**src/core/ascii_mon_pkg.sv**
```systemverilog
package ascii_mon_pkg;

  // frame characters
  localparam logic [7:0] CH_COLON = 8'h3a;
  localparam logic [7:0] CH_CR = 8'h0d;
  localparam logic [7:0] CH_LF = 8'h0a;
  localparam logic [7:0] CH_0 = 8'h30;
  localparam logic [7:0] CH_9 = 8'h39;
  localparam logic [7:0] CH_UP_A = 8'h41;
  localparam logic [7:0] CH_UP_F = 8'h46;
  localparam logic [7:0] CH_LO_A = 8'h61;
  localparam logic [7:0] CH_LO_F = 8'h66;
  localparam logic [7:0] HEX_ALPHA_OFF = 8'h0a;

  // query and response fields
  localparam logic [7:0] FUNC_READ = 8'h03;
  localparam logic [7:0] RESP_NBYTES = 8'h04;
  localparam logic [7:0] SLAVE_BASE = 8'h01;
  localparam logic [15:0] ADDR_DEV = 16'h900e;
  localparam logic [15:0] ADDR_DEV_LO = 16'h900f;
  localparam logic [15:0] ADDR_UPTIME = 16'h9010;
  localparam logic [15:0] ADDR_UPTIME_LO = 16'h9011;
  localparam logic [15:0] READ_COUNT = 16'h0002;
  localparam logic [3:0] QUERY_BYTES = 4'h7;

  // response character positions: ':' + 16 hex + CR + LF
  localparam logic [4:0] RESP_HEX_CHARS = 5'h10;
  localparam logic [4:0] RESP_CR_IDX = 5'h11;
  localparam logic [4:0] RESP_LAST_IDX = 5'h12;

  // millisecond timebase
  localparam int CLK_PERIOD_NS = 10;
  localparam int MS_PERIOD_NS = 1000000;
  localparam int MS_CYCLES = MS_PERIOD_NS / CLK_PERIOD_NS;

  typedef struct packed {
    logic [7:0] slave;
    logic [7:0] func;
    logic [15:0] start;
    logic [15:0] count;
    logic [7:0] lrc;
  } query_t;

  typedef struct packed {
    logic [7:0] slave;
    logic [7:0] func;
    logic [7:0] nbytes;
    logic [31:0] data;
    logic [7:0] lrc;
  } resp_t;

  typedef enum logic [2:0] {
    ST_IDLE = 3'b001,
    ST_RECV = 3'b010,
    ST_SEND = 3'b100
  } state_t;

endpackage

```
**src/core/uptime_ms_counter.sv**
```systemverilog
`timescale 1ns/10ps
`default_nettype none

module uptime_ms_counter #(
  parameter int unsigned MS_CYCLES = ascii_mon_pkg::MS_CYCLES
) (
  input wire logic clk_i,
  input wire logic arst_n_i,
  output logic ms_tick_o,
  output logic [31:0] uptime_o
);

  logic [31:0] div;
  wire div_end = div == 32'(MS_CYCLES - 1);

  // only the power-on reset touches these; soft reset is not wired in
  always_ff @(posedge clk_i or negedge arst_n_i) begin
    if (!arst_n_i) begin
      div <= 32'h0;
      ms_tick_o <= 1'b0;
      uptime_o <= 32'h0;
    end else begin
      div <= div_end ? 32'h0 : div + 32'h1;
      ms_tick_o <= div_end;
      if (div_end) begin
        uptime_o <= uptime_o + 32'h1;
      end
    end
  end
endmodule

`default_nettype wire

```
**src/core/ascii_monitor_register_reader.sv**
```systemverilog
// Behaviour
// - The deviation register captures commanded minus feedback position once per 1 ms tick.
// - The deviation is a plain pulse count, passed on without scaling.
// - A read with function 03, start POSITION_DEVIATION_HIGH and count 0002 returns the deviation.
// - A 32-bit counter counts milliseconds since power-on.
// - Soft reset leaves the millisecond counter untouched; only the power-on reset clears it.
// - A read with function 03, start 9010 and count 0002 returns the millisecond counter.
// - The slave address is the axis number plus one, sent as two hex characters.
// - The response carries byte count 04 and eight hex data characters.
// - The high 16-bit word goes out first, then the low word.
// - Frames are ASCII, opened by a colon and closed by CR LF.
// - Query and response carry a two-character check field before the trailer.
`timescale 1ns/10ps
`default_nettype none

module ascii_monitor_register_reader #(
  parameter int unsigned MS_CYCLES = ascii_mon_pkg::MS_CYCLES
) (
  input wire logic clk_i,
  input wire logic arst_n_i,
  input wire logic soft_rst_i,
  input wire logic [3:0] axis_i,
  input wire logic [31:0] cmd_pos_i,
  input wire logic [31:0] fb_pos_i,
  input wire logic [7:0] rx_char_i,
  input wire logic rx_valid_i,
  output logic rx_ready_o,
  output logic [7:0] tx_char_o,
  output logic tx_valid_o,
  input wire logic tx_ready_i
);

  function automatic logic [4:0] hex_val(input logic [7:0] c);
    if (c >= ascii_mon_pkg::CH_0 && c <= ascii_mon_pkg::CH_9) begin
      return {1'b1, c[3:0]};
    end else if (c >= ascii_mon_pkg::CH_UP_A && c <= ascii_mon_pkg::CH_UP_F) begin
      return {1'b1, 4'(c - ascii_mon_pkg::CH_UP_A + ascii_mon_pkg::HEX_ALPHA_OFF)};
    end else if (c >= ascii_mon_pkg::CH_LO_A && c <= ascii_mon_pkg::CH_LO_F) begin
      return {1'b1, 4'(c - ascii_mon_pkg::CH_LO_A + ascii_mon_pkg::HEX_ALPHA_OFF)};
    end
    return 5'h00;
  endfunction

  function automatic logic [7:0] nib_char(input logic [3:0] n);
    if ({4'h0, n} < ascii_mon_pkg::HEX_ALPHA_OFF) begin
      return ascii_mon_pkg::CH_0 + {4'h0, n};
    end
    return ascii_mon_pkg::CH_UP_A + {4'h0, n} - ascii_mon_pkg::HEX_ALPHA_OFF;
  endfunction

  // character i of a response frame
  function automatic logic [7:0] char_at(input logic [4:0] i, input ascii_mon_pkg::resp_t r);
    logic [63:0] v;
    int k;
    v = r;
    k = int'(ascii_mon_pkg::RESP_HEX_CHARS) - int'(i);
    if (i == 5'h00) begin
      return ascii_mon_pkg::CH_COLON;
    end else if (i <= ascii_mon_pkg::RESP_HEX_CHARS) begin
      return nib_char(v[k*4 +: 4]);
    end else if (i == ascii_mon_pkg::RESP_CR_IDX) begin
      return ascii_mon_pkg::CH_CR;
    end
    return ascii_mon_pkg::CH_LF;
  endfunction

  ascii_mon_pkg::state_t state, next_state;
  ascii_mon_pkg::query_t query;
  ascii_mon_pkg::resp_t resp;
  logic [7:0] sum;
  logic [3:0] nbytes;
  logic [3:0] hi_nib;
  logic half;
  logic bad;
  logic cr_seen;
  logic [4:0] idx;
  logic [7:0] tx_char;
  logic [31:0] dev;
  logic [31:0] uptime;
  logic ms_tick;

  uptime_ms_counter #(
    .MS_CYCLES(MS_CYCLES)
  ) u_uptime (
    .clk_i(clk_i),
    .arst_n_i(arst_n_i),
    .ms_tick_o(ms_tick),
    .uptime_o(uptime)
  );

  // receive side
  wire in_recv = state == ascii_mon_pkg::ST_RECV;
  wire sending = state == ascii_mon_pkg::ST_SEND;
  assign rx_ready_o = !sending;
  wire rx_take = rx_valid_i && rx_ready_o;
  wire is_colon = rx_char_i == ascii_mon_pkg::CH_COLON;
  wire [4:0] hexv = hex_val(rx_char_i);
  wire [7:0] rx_byte = {hi_nib, hexv[3:0]};
  wire body_char = rx_take && in_recv && !is_colon && !cr_seen;
  wire frame_end = rx_take && in_recv && cr_seen && rx_char_i == ascii_mon_pkg::CH_LF;

  // query checks
  wire [7:0] own_slave = {4'h0, axis_i} + ascii_mon_pkg::SLAVE_BASE;
  wire addr_ok = query.slave == own_slave;
  wire lrc_ok = sum == 8'h00;
  wire shape_ok = !bad && !half && nbytes == ascii_mon_pkg::QUERY_BYTES;
  wire is_dev = query.start == ascii_mon_pkg::ADDR_DEV;
  wire is_uptime = query.start == ascii_mon_pkg::ADDR_UPTIME;
  wire cmd_ok = query.func == ascii_mon_pkg::FUNC_READ && query.count == ascii_mon_pkg::READ_COUNT
                && (is_dev || is_uptime);
  wire frame_ok = shape_ok && addr_ok && lrc_ok && cmd_ok;
  wire accept = frame_end && frame_ok;

  // response build
  wire [31:0] sel_value = is_dev ? dev : uptime;
  wire [7:0] body_sum = own_slave + ascii_mon_pkg::FUNC_READ + ascii_mon_pkg::RESP_NBYTES + sel_value[31:24]
                        + sel_value[23:16] + sel_value[15:8] + sel_value[7:0];
  wire ascii_mon_pkg::resp_t next_resp = {own_slave, ascii_mon_pkg::FUNC_READ, ascii_mon_pkg::RESP_NBYTES,
                                          sel_value, 8'h00 - body_sum};
  wire tx_take = tx_valid_o && tx_ready_i;
  wire tx_last = idx == ascii_mon_pkg::RESP_LAST_IDX;
  wire [4:0] idx_inc = idx + 5'h01;
  assign tx_valid_o = sending;
  assign tx_char_o = tx_char;

  always_comb begin
    next_state = state;
    case (state)
      ascii_mon_pkg::ST_IDLE: begin
        if (rx_take && is_colon) begin
          next_state = ascii_mon_pkg::ST_RECV;
        end
      end
      ascii_mon_pkg::ST_RECV: begin
        if (frame_end) begin
          next_state = accept ? ascii_mon_pkg::ST_SEND : ascii_mon_pkg::ST_IDLE;
        end
      end
      ascii_mon_pkg::ST_SEND: begin
        if (tx_take && tx_last) begin
          next_state = ascii_mon_pkg::ST_IDLE;
        end
      end
      default: begin
        next_state = ascii_mon_pkg::ST_IDLE;
      end
    endcase
  end

  always_ff @(posedge clk_i or negedge arst_n_i) begin
    if (!arst_n_i) begin
      state <= ascii_mon_pkg::ST_IDLE;
    end else if (soft_rst_i) begin
      state <= ascii_mon_pkg::ST_IDLE;
    end else begin
      state <= next_state;
    end
  end

  // a colon always restarts collection
  always_ff @(posedge clk_i or negedge arst_n_i) begin
    if (!arst_n_i) begin
      query <= '0;
      sum <= 8'h00;
      nbytes <= 4'h0;
      hi_nib <= 4'h0;
      half <= 1'b0;
      bad <= 1'b0;
      cr_seen <= 1'b0;
    end else if (soft_rst_i || (rx_take && is_colon)) begin
      sum <= 8'h00;
      nbytes <= 4'h0;
      half <= 1'b0;
      bad <= 1'b0;
      cr_seen <= 1'b0;
    end else if (body_char) begin
      if (rx_char_i == ascii_mon_pkg::CH_CR) begin
        cr_seen <= 1'b1;
      end else if (!hexv[4]) begin
        bad <= 1'b1;
      end else if (!half) begin
        hi_nib <= hexv[3:0];
        half <= 1'b1;
      end else begin
        half <= 1'b0;
        sum <= sum + rx_byte;
        query <= {query[47:0], rx_byte};
        if (nbytes == ascii_mon_pkg::QUERY_BYTES) begin
          bad <= 1'b1;
        end else begin
          nbytes <= nbytes + 4'h1;
        end
      end
    end else if (rx_take && in_recv && cr_seen && rx_char_i != ascii_mon_pkg::CH_LF) begin
      bad <= 1'b1;
    end
  end

  always_ff @(posedge clk_i or negedge arst_n_i) begin
    if (!arst_n_i) begin
      resp <= '0;
      idx <= 5'h00;
      tx_char <= 8'h00;
    end else if (accept) begin
      resp <= next_resp;
      idx <= 5'h00;
      tx_char <= ascii_mon_pkg::CH_COLON;
    end else if (tx_take && !tx_last) begin
      idx <= idx_inc;
      tx_char <= char_at(idx_inc, resp);
    end
  end

  always_ff @(posedge clk_i or negedge arst_n_i) begin
    if (!arst_n_i) begin
      dev <= 32'h0;
    end else if (soft_rst_i) begin
      dev <= 32'h0;
    end else if (ms_tick) begin
      dev <= cmd_pos_i - fb_pos_i;
    end
  end

  wire [7:0] resp_sum = resp.slave + resp.func + resp.nbytes + resp.data[31:24] + resp.data[23:16]
                        + resp.data[15:8] + resp.data[7:0] + resp.lrc;
endmodule

`default_nettype wire

```
**config.mk**
```make
export PLATFORM = sky130hd
export DESIGN_NAME = ascii_monitor_register_reader
export DESIGN_NICKNAME = d
export VERILOG_FILES = /design/src/core/ascii_mon_pkg.sv /design/src/core/uptime_ms_counter.sv /design/src/core/ascii_monitor_register_reader.sv
export SDC_FILE = /design/constraint.sdc
export NUM_CORES = 1
export LEC_CHECK = 0
export BUFFER_PORTS_ARGS = -buffer_cell sky130_fd_sc_hd__buf_4
export CAP_MARGIN = 20
export CORE_MARGIN = 2
export CORE_UTILIZATION = 67
export DETAILED_ROUTE_END_ITERATION = 12
export PLACE_DENSITY_LB_ADDON = 0.2
export SLEW_MARGIN = 20
export SYNTH_ARGS = -nofsm -noshare
export SYNTH_HDL_FRONTEND = slang
export SYNTH_HIERARCHICAL = 1
export SYNTH_SLANG_ARGS = --single-unit
```
**constraint.sdc**
```tcl
create_clock -name clk_i -period 13.8 [get_ports clk_i]
set_input_delay 1.38 -clock clk_i [delete_from_list [all_inputs] [get_ports clk_i]]
set_output_delay 1.38 -clock clk_i [all_outputs]
set_load 0.01 [all_outputs]
```
==> flow_summary.yaml, run 1 <==
status:
  status: "completed"
global_routing:
  grt_pass1_wl_mm: 53.5
  grt_usage_pct: 30.0
  first_global_vias: 10600
  overflow: 0
  grt_max_degree: 90
  antenna_found_initial: 0
place:
  gp_congestion: 0.910
  dp_hpwl_mm: 23.0
  io_buffers: 89
  dpl_cell_area_mm2: 0.0150
drt:
  drc: 0
  drt-initial-drc-count: 773
  antenna_left: 0
  vias_per_cell: 6.12
  dr.pass1.iters: 5
  wl_per_cell_um: 18.8
  routed_wl_mm: 32.6
  vias: 10600
timing:
  clock.fmax_mhz: 208
  tightest_slew_ps: 1070
  grt_setup_unrepaired: "no"
  hold_violations: 0
  maxSlewHeadroom_pct: 28.2
  finClkSkew_ps: 18.9
  period_minus_slack_ps: 4810
  setup_tns_ps: 0
  finalSetupViolCount: 0
  finalCritPeriodShare_pct: 34.9
  drv_slew: 0
pwr:
  p_switching_mw: 0.347
  combPwrFrac_pct: 8.6
  clockPowerShare_pct: 46.1
  cell_internal_pwr_mw: 1.16
  power.leakage_nw: 7.65
  peakVddDrop_mv: 0.100
  power_density_mw_per_mm2: 95.3
  swShare_pct: 23.0
  pwr-share-seq_pct: 45.3
floorplan:
  rows: 53
  start_util_pct: 67.7
  die_h_um: 149
  core_area_mm2: 0.0209
  die-area_mm2: 0.0223
  pin_count: 91
  die_w_um: 149
finish:
  final_cell_area_mm2: 0.0159
  syn2layout_area_growth_pct: 12.2
  layout.nets: 1603
  insertedDiodeCount: 0
  drive_gt1_share_pct: 20.0
logic_synthesis:
  synth_area_leaders: "dfrtp_1 41%, mux2_2 8.7%, ha_1 5.9%, xnor2_1 4.6%, fa_1 2.8%"
  synthesis.area_mm2: 0.0141
  synth_edf_count: 0
  synth_seq_cells: 233
  syn_area_per_cell_um2: 10.4
  synth_top_area_share_pct: 41.1
  ys_warn_count: 6
  ys_seq_area_share_pct: 41.3
  async_reset_ff_share_pct: 100
  synth.largest_area_cell: "dfrtp_1"
  synth_cell_types: 91
  synthTopCellsByCount: "232 x dfrtp_1, 109 x mux2_2, 103 x nand2_1"
  synth_ff_type: "dfrtp_1"
  yosysMostFrequentCell: "dfrtp_1"
  syn_nets: 1525
  syn_inst: 1357
setup_path:
  worstSetupPathType: "reg2reg"
  arrival_ps: 5190
  required_ps: 14170
  start_kind: "flip-flop"
  path_max_fanout: 34
  cp-end-kind: "flip-flop"
hold_path:
  hp-class: "reg2reg"
clock_tree:
  cts_tree: "built"
  cts.sinks: 233
  clk_path_buf_depth: 3
  cts_setup_buffers: 0
  numCtsBuffers: 25
  clk_latency_ps: 520
  hold_buffers: 0
  htreeDepth: 1
  cts.reportedPaths.clkPinSlew_ps: 60
  cts_root_buf: "clkbuf_16"
  cts-resized-gates: 0
run:
  cap_violations: 0
layout by cell type, fill, tap and decap left out, types with 28 or more instances in the layout:
cell type  instances
a21oi_1           71
buf_4             96
dfrtp_1          232
ha_1              67
inv_1             82
mux2_2           109
mux2i_1           33
nand2_1          102
nand3_1           37
nand4_1           34
nor2_1            75
nor3_1            28
o21ai_0           44
xnor2_1           74
xor2_1            37
worst max-delay path: stages (launching register included):
cell     delay, ps
dfrtp_1        400
nor4_1         410
nand4_1        200
buf_4          330
mux2i_1        400
fa_1           510
fa_1           490
inv_1           50
fa_1           530
inv_1           40
ha_1           210
a21o_1         160
a21o_1         190
a21o_1         180
a21oi_1        160
xor2_1         190
xnor2_1        130
o21ai_0         80
through the flow:
step,instances,util (%),power [mW],hold slack [ps],setup slack [ps]
floorplan,1357,-,0.774,443,9030
global placement,1682,71.7,0.822,458,8720
detailed placement,1682,71.7,0.825,470,8650
CTS,1727,75.8,1.52,481,8980
global route,1728,75.9,1.57,509,8680
finish,1728,75.9,1.51,478,8990
final cells by class:
cell class                 instances  area (um^2)
clock buffer                      32          682
clock inverter                    13          179
fill                            1433         5030
inverter                          82          308
multi-input combinational        995         7760
sequential                       233         5830
tap                              275          344
timing repair buffer              98          756
per-layer routing:
metal	vias up	track usage, %	share of wire, %
li1	4979	-	-
met3	65	5.66	6.6
met2	328	47.8	47
met1	5211	42.4	44
met5	-	0	0
met4	0	9.05	2.7
registers in the layout (all words and copies together), names as in the netlist, 3 cells and up:
name and count:
tx_char_o 7, resp 46, dev 32, u_uptime/uptime_o 32
u_uptime/div 32, state 3, query 56, sum 8
hi_nib 4, nbytes 4, idx 5
worst paths after layout:
path	startpoint	to	slack [ps]	cells after the start
max in group asynchronous	arst_n_i	query[4]	10820	4
max	query[32]	resp[7]	8990	17
min reg2reg	u_uptime/div[0]	u_uptime/div[0]	480	1
min in group asynchronous	arst_n_i	u_uptime/div[18]	850	1
min	u_uptime/div[0]	u_uptime/div[0]	480	1
max reg2reg	query[32]	resp[7]	8990	17
power by group through the flow:
stage	registers, mW	logic (mW)	clock network (mW)
floorplan	0.697	0.0769	0
global placement	0.696	0.126	0
detailed placement	0.696	0.129	0
CTS	0.684	0.130	0.705
global route	0.683	0.147	0.735
finish	0.684	0.131	0.697
cells by family (layout without fill, tap and decap cells):
logic type	Yosys count	count (layout)	synth area share (%)
AOI/OAI and AO/OA	225	225	10.2
xor gates and xnor gates	112	112	7.07
adders and majority gates	87	87	8.76
buffers and inverters	129	225	3.89
DFF	233	233	41.3
muxes	153	153	12.5
other	1	1	0.0265
and+or+nand+nor	417	417	16.3
No activity file was read; power rests on OpenSTA's default activity.
==> inputs of run 2 (changes only) <==
CORE_UTILIZATION = 56   (was 67)
clock period = 4.35 ns   (was 13.8 ns; I/O delays follow)
==> flow_summary.yaml, run 2 (synthesis gave the netlist of run 1 again) <==
floorplan:
  core_area_mm2: 0.0250
  die_w_um: 163
  rows: 58
  die-area_mm2: 0.0265
  pin_count: 91
  start_util_pct: 56.6
  die_h_um: 163
setup_path:
  path_max_fanout: 6
  crit_family: "adder cells"
  worstSetupPathType: "reg2reg"
  crit_chain: "nor4_4, nand4_1, buf_6, buf_12, mux2i_4, fa_1, fa_1, inv_2, fa_1, inv_2, ha_4, a21o_1, a21o_1, a21o_1, a21oi_2, xor2_1, xnor2_1, o21ai_1"
  cp-end-kind: "flip-flop"
  required_ps: 4710
  start_kind: "flip-flop"
  path_buf_inv: 4
  cp_slowest_cell: "fa_1"
  cpPeakStageDelay_ps: 520
  arrival_ps: 4810
finish:
  final_cell_mix: "232 x dfrtp_1, 119 x buf_4, 108 x mux2_2, 102 x nand2_1, 80 x inv_1"
  insertedDiodeCount: 0
  layout.nets: 1630
  syn2layout_area_growth_pct: 15.3
  top_regs: "query (56), resp (46)"
  regMostFlops: "query"
  drive_gt1_share_pct: 22.3
  regArea_mm2: 0.00583
  final_cell_area_mm2: 0.0163
  largest_reg_flops: 56
  fillCellCount: 2000
  fin_cells: 1808
  layout_commonest_cell: "dfrtp_1"
  multi_input_comb_area_mm2: 0.00790
hold_path:
  hp-class: "in2async"
timing:
  finalCritPeriodShare_pct: 102
  finClkSkew_ps: 16.7
  setup_tns_ps: -101
  maxSlewHeadroom_pct: 39.7
  period_minus_slack_ps: 4450
  timing.hold.ws_ps: -30.0
  grt_setup_unrepaired: "yes"
  tightest_slew_ps: 900
  finalWorstSetupSlack_ps: -95.2
  clock.fmax_mhz: 225
  finalSetupViolCount: 2
  drv_slew: 0
  hold_violations: 24
clock_tree:
  hold_buffers: 0
  cts.reportedPaths.clkPinSlew_ps: 60
  clk_latency_ps: 520
  numCtsBuffers: 25
  clk_path_buf_depth: 3
  htreeDepth: 1
  cts.sinks: 233
  cts_tree: "built"
  cts_root_buf: "clkbuf_16"
drt:
  routed_wl_mm: 32.9
  vias_per_cell: 5.76
  drc: 0
  dr.pass1.iters: 4
  vias: 10400
  wl_per_cell_um: 18.2
  antenna_left: 0
  drt-initial-drc-count: 756
global_routing:
  grt.busiest_layer: "met2"
  grt_usage_pct: 25.6
  grt_pass1_wl_mm: 54.6
  grt_use_met2_pct: 40.0
  grt_use_met3_pct: 4.13
  grt_max_degree: 111
  first_global_vias: 10400
  met1_usage_pct: 37.3
  antenna_found_initial: 1
  overflow: 0
run:
  cap_violations: 0
pwr:
  total_power_mw: 4.77
  peakVddDrop_mv: 0.319
  power_density_mw_per_mm2: 292
  power.leakage_nw: 7.80
status:
  status: "complete, but fails checks"
  violations: "hold timing, setup timing"
place:
  io_buffers: 89
  dpl_cell_area_mm2: 0.0153
  dp_hpwl_mm: 24.3
  gp_congestion: 0.907
  place_inst: 1762
## run 2: cell types whose count changed in the layout (fill, tap and decap cells not counted), moves of 3 or more
cell and change:
buf_4 +23, clkbuf_8 +3, clkinvlp_4 -4, ha_1 -3, mux2i_1 -4, mux2i_4 +4
## run 2: area by class of cell
cell class	count	area share, %
clock buffers	37	4.48
clock inverters	6	0.668
inverters	82	1.89
multi-input cells	995	48.5
flip-flops and latches	233	35.8
well taps	330	2.53
repair buffers	125	6.21
## run 2: routing by layer
metal	part of all wire [%]	vias to the layer above	routed length [um]
met5	0	-	0
met1	47	5106	15600
met2	45	238	14700
met3	4.9	65	1630
met4	2.9	0	964
li1	-	5014	-
## run 2: worst register-to-register path, stage by stage, from the launching register on
cell	delay [ps]
dfrtp_1	410
nor4_4	340
nand4_1	160
buf_6	180
buf_12	150
mux2i_4	190
fa_1	500
fa_1	520
inv_2	50
fa_1	520
inv_2	60
ha_4	210
a21o_1	150
a21o_1	170
a21o_1	160
a21oi_2	120
xor2_1	190
xnor2_1	140
o21ai_1	70
## run 2: worst paths after layout
kind / from / end / slack [ps] / cells after the start
worst max-delay path: query[32] / resp[7] / -100 / 18
worst min-delay path: arst_n_i / u_uptime/div[5] / -30 / 1
worst max register to register: query[32] / resp[7] / -100 / 18
worst min register to register: resp[5] / resp[5] / 480 / 2
max in group asynchronous: arst_n_i / dev[28] / 3390 / 2
min in group clk_i: fb_pos_i[0] / dev[0] / 210 / 3
## run 2: timing repair
item,CTS,global route
pin swaps,8,9
setup endpoints to repair,4,4
gates resized for setup,20,4
buffers inserted,1,0
gates cloned,1,1
## run 2: metrics by stage
stage | utilization, % | setup slack, ps | hold WS, ps
3_5_place_dp | 61.2 | -281 | 472
3_3_place_gp | 61.2 | -100 | 459
4_1_cts | 65.1 | -97.1 | 10.9
2_1_floorplan | - | 9.82 | 139
6_report | 65.3 | -95.2 | -30.0
5_1_grt | 65.3 | -253 | 44.2
## run 2: report_power, final
part	internal [mW]	leakage, nW	switching, mW	total, mW
clock network	1.33	0.413	0.840	2.17
registers	2.17	3.24	0.000803	2.17
logic	0.185	4.15	0.241	0.425
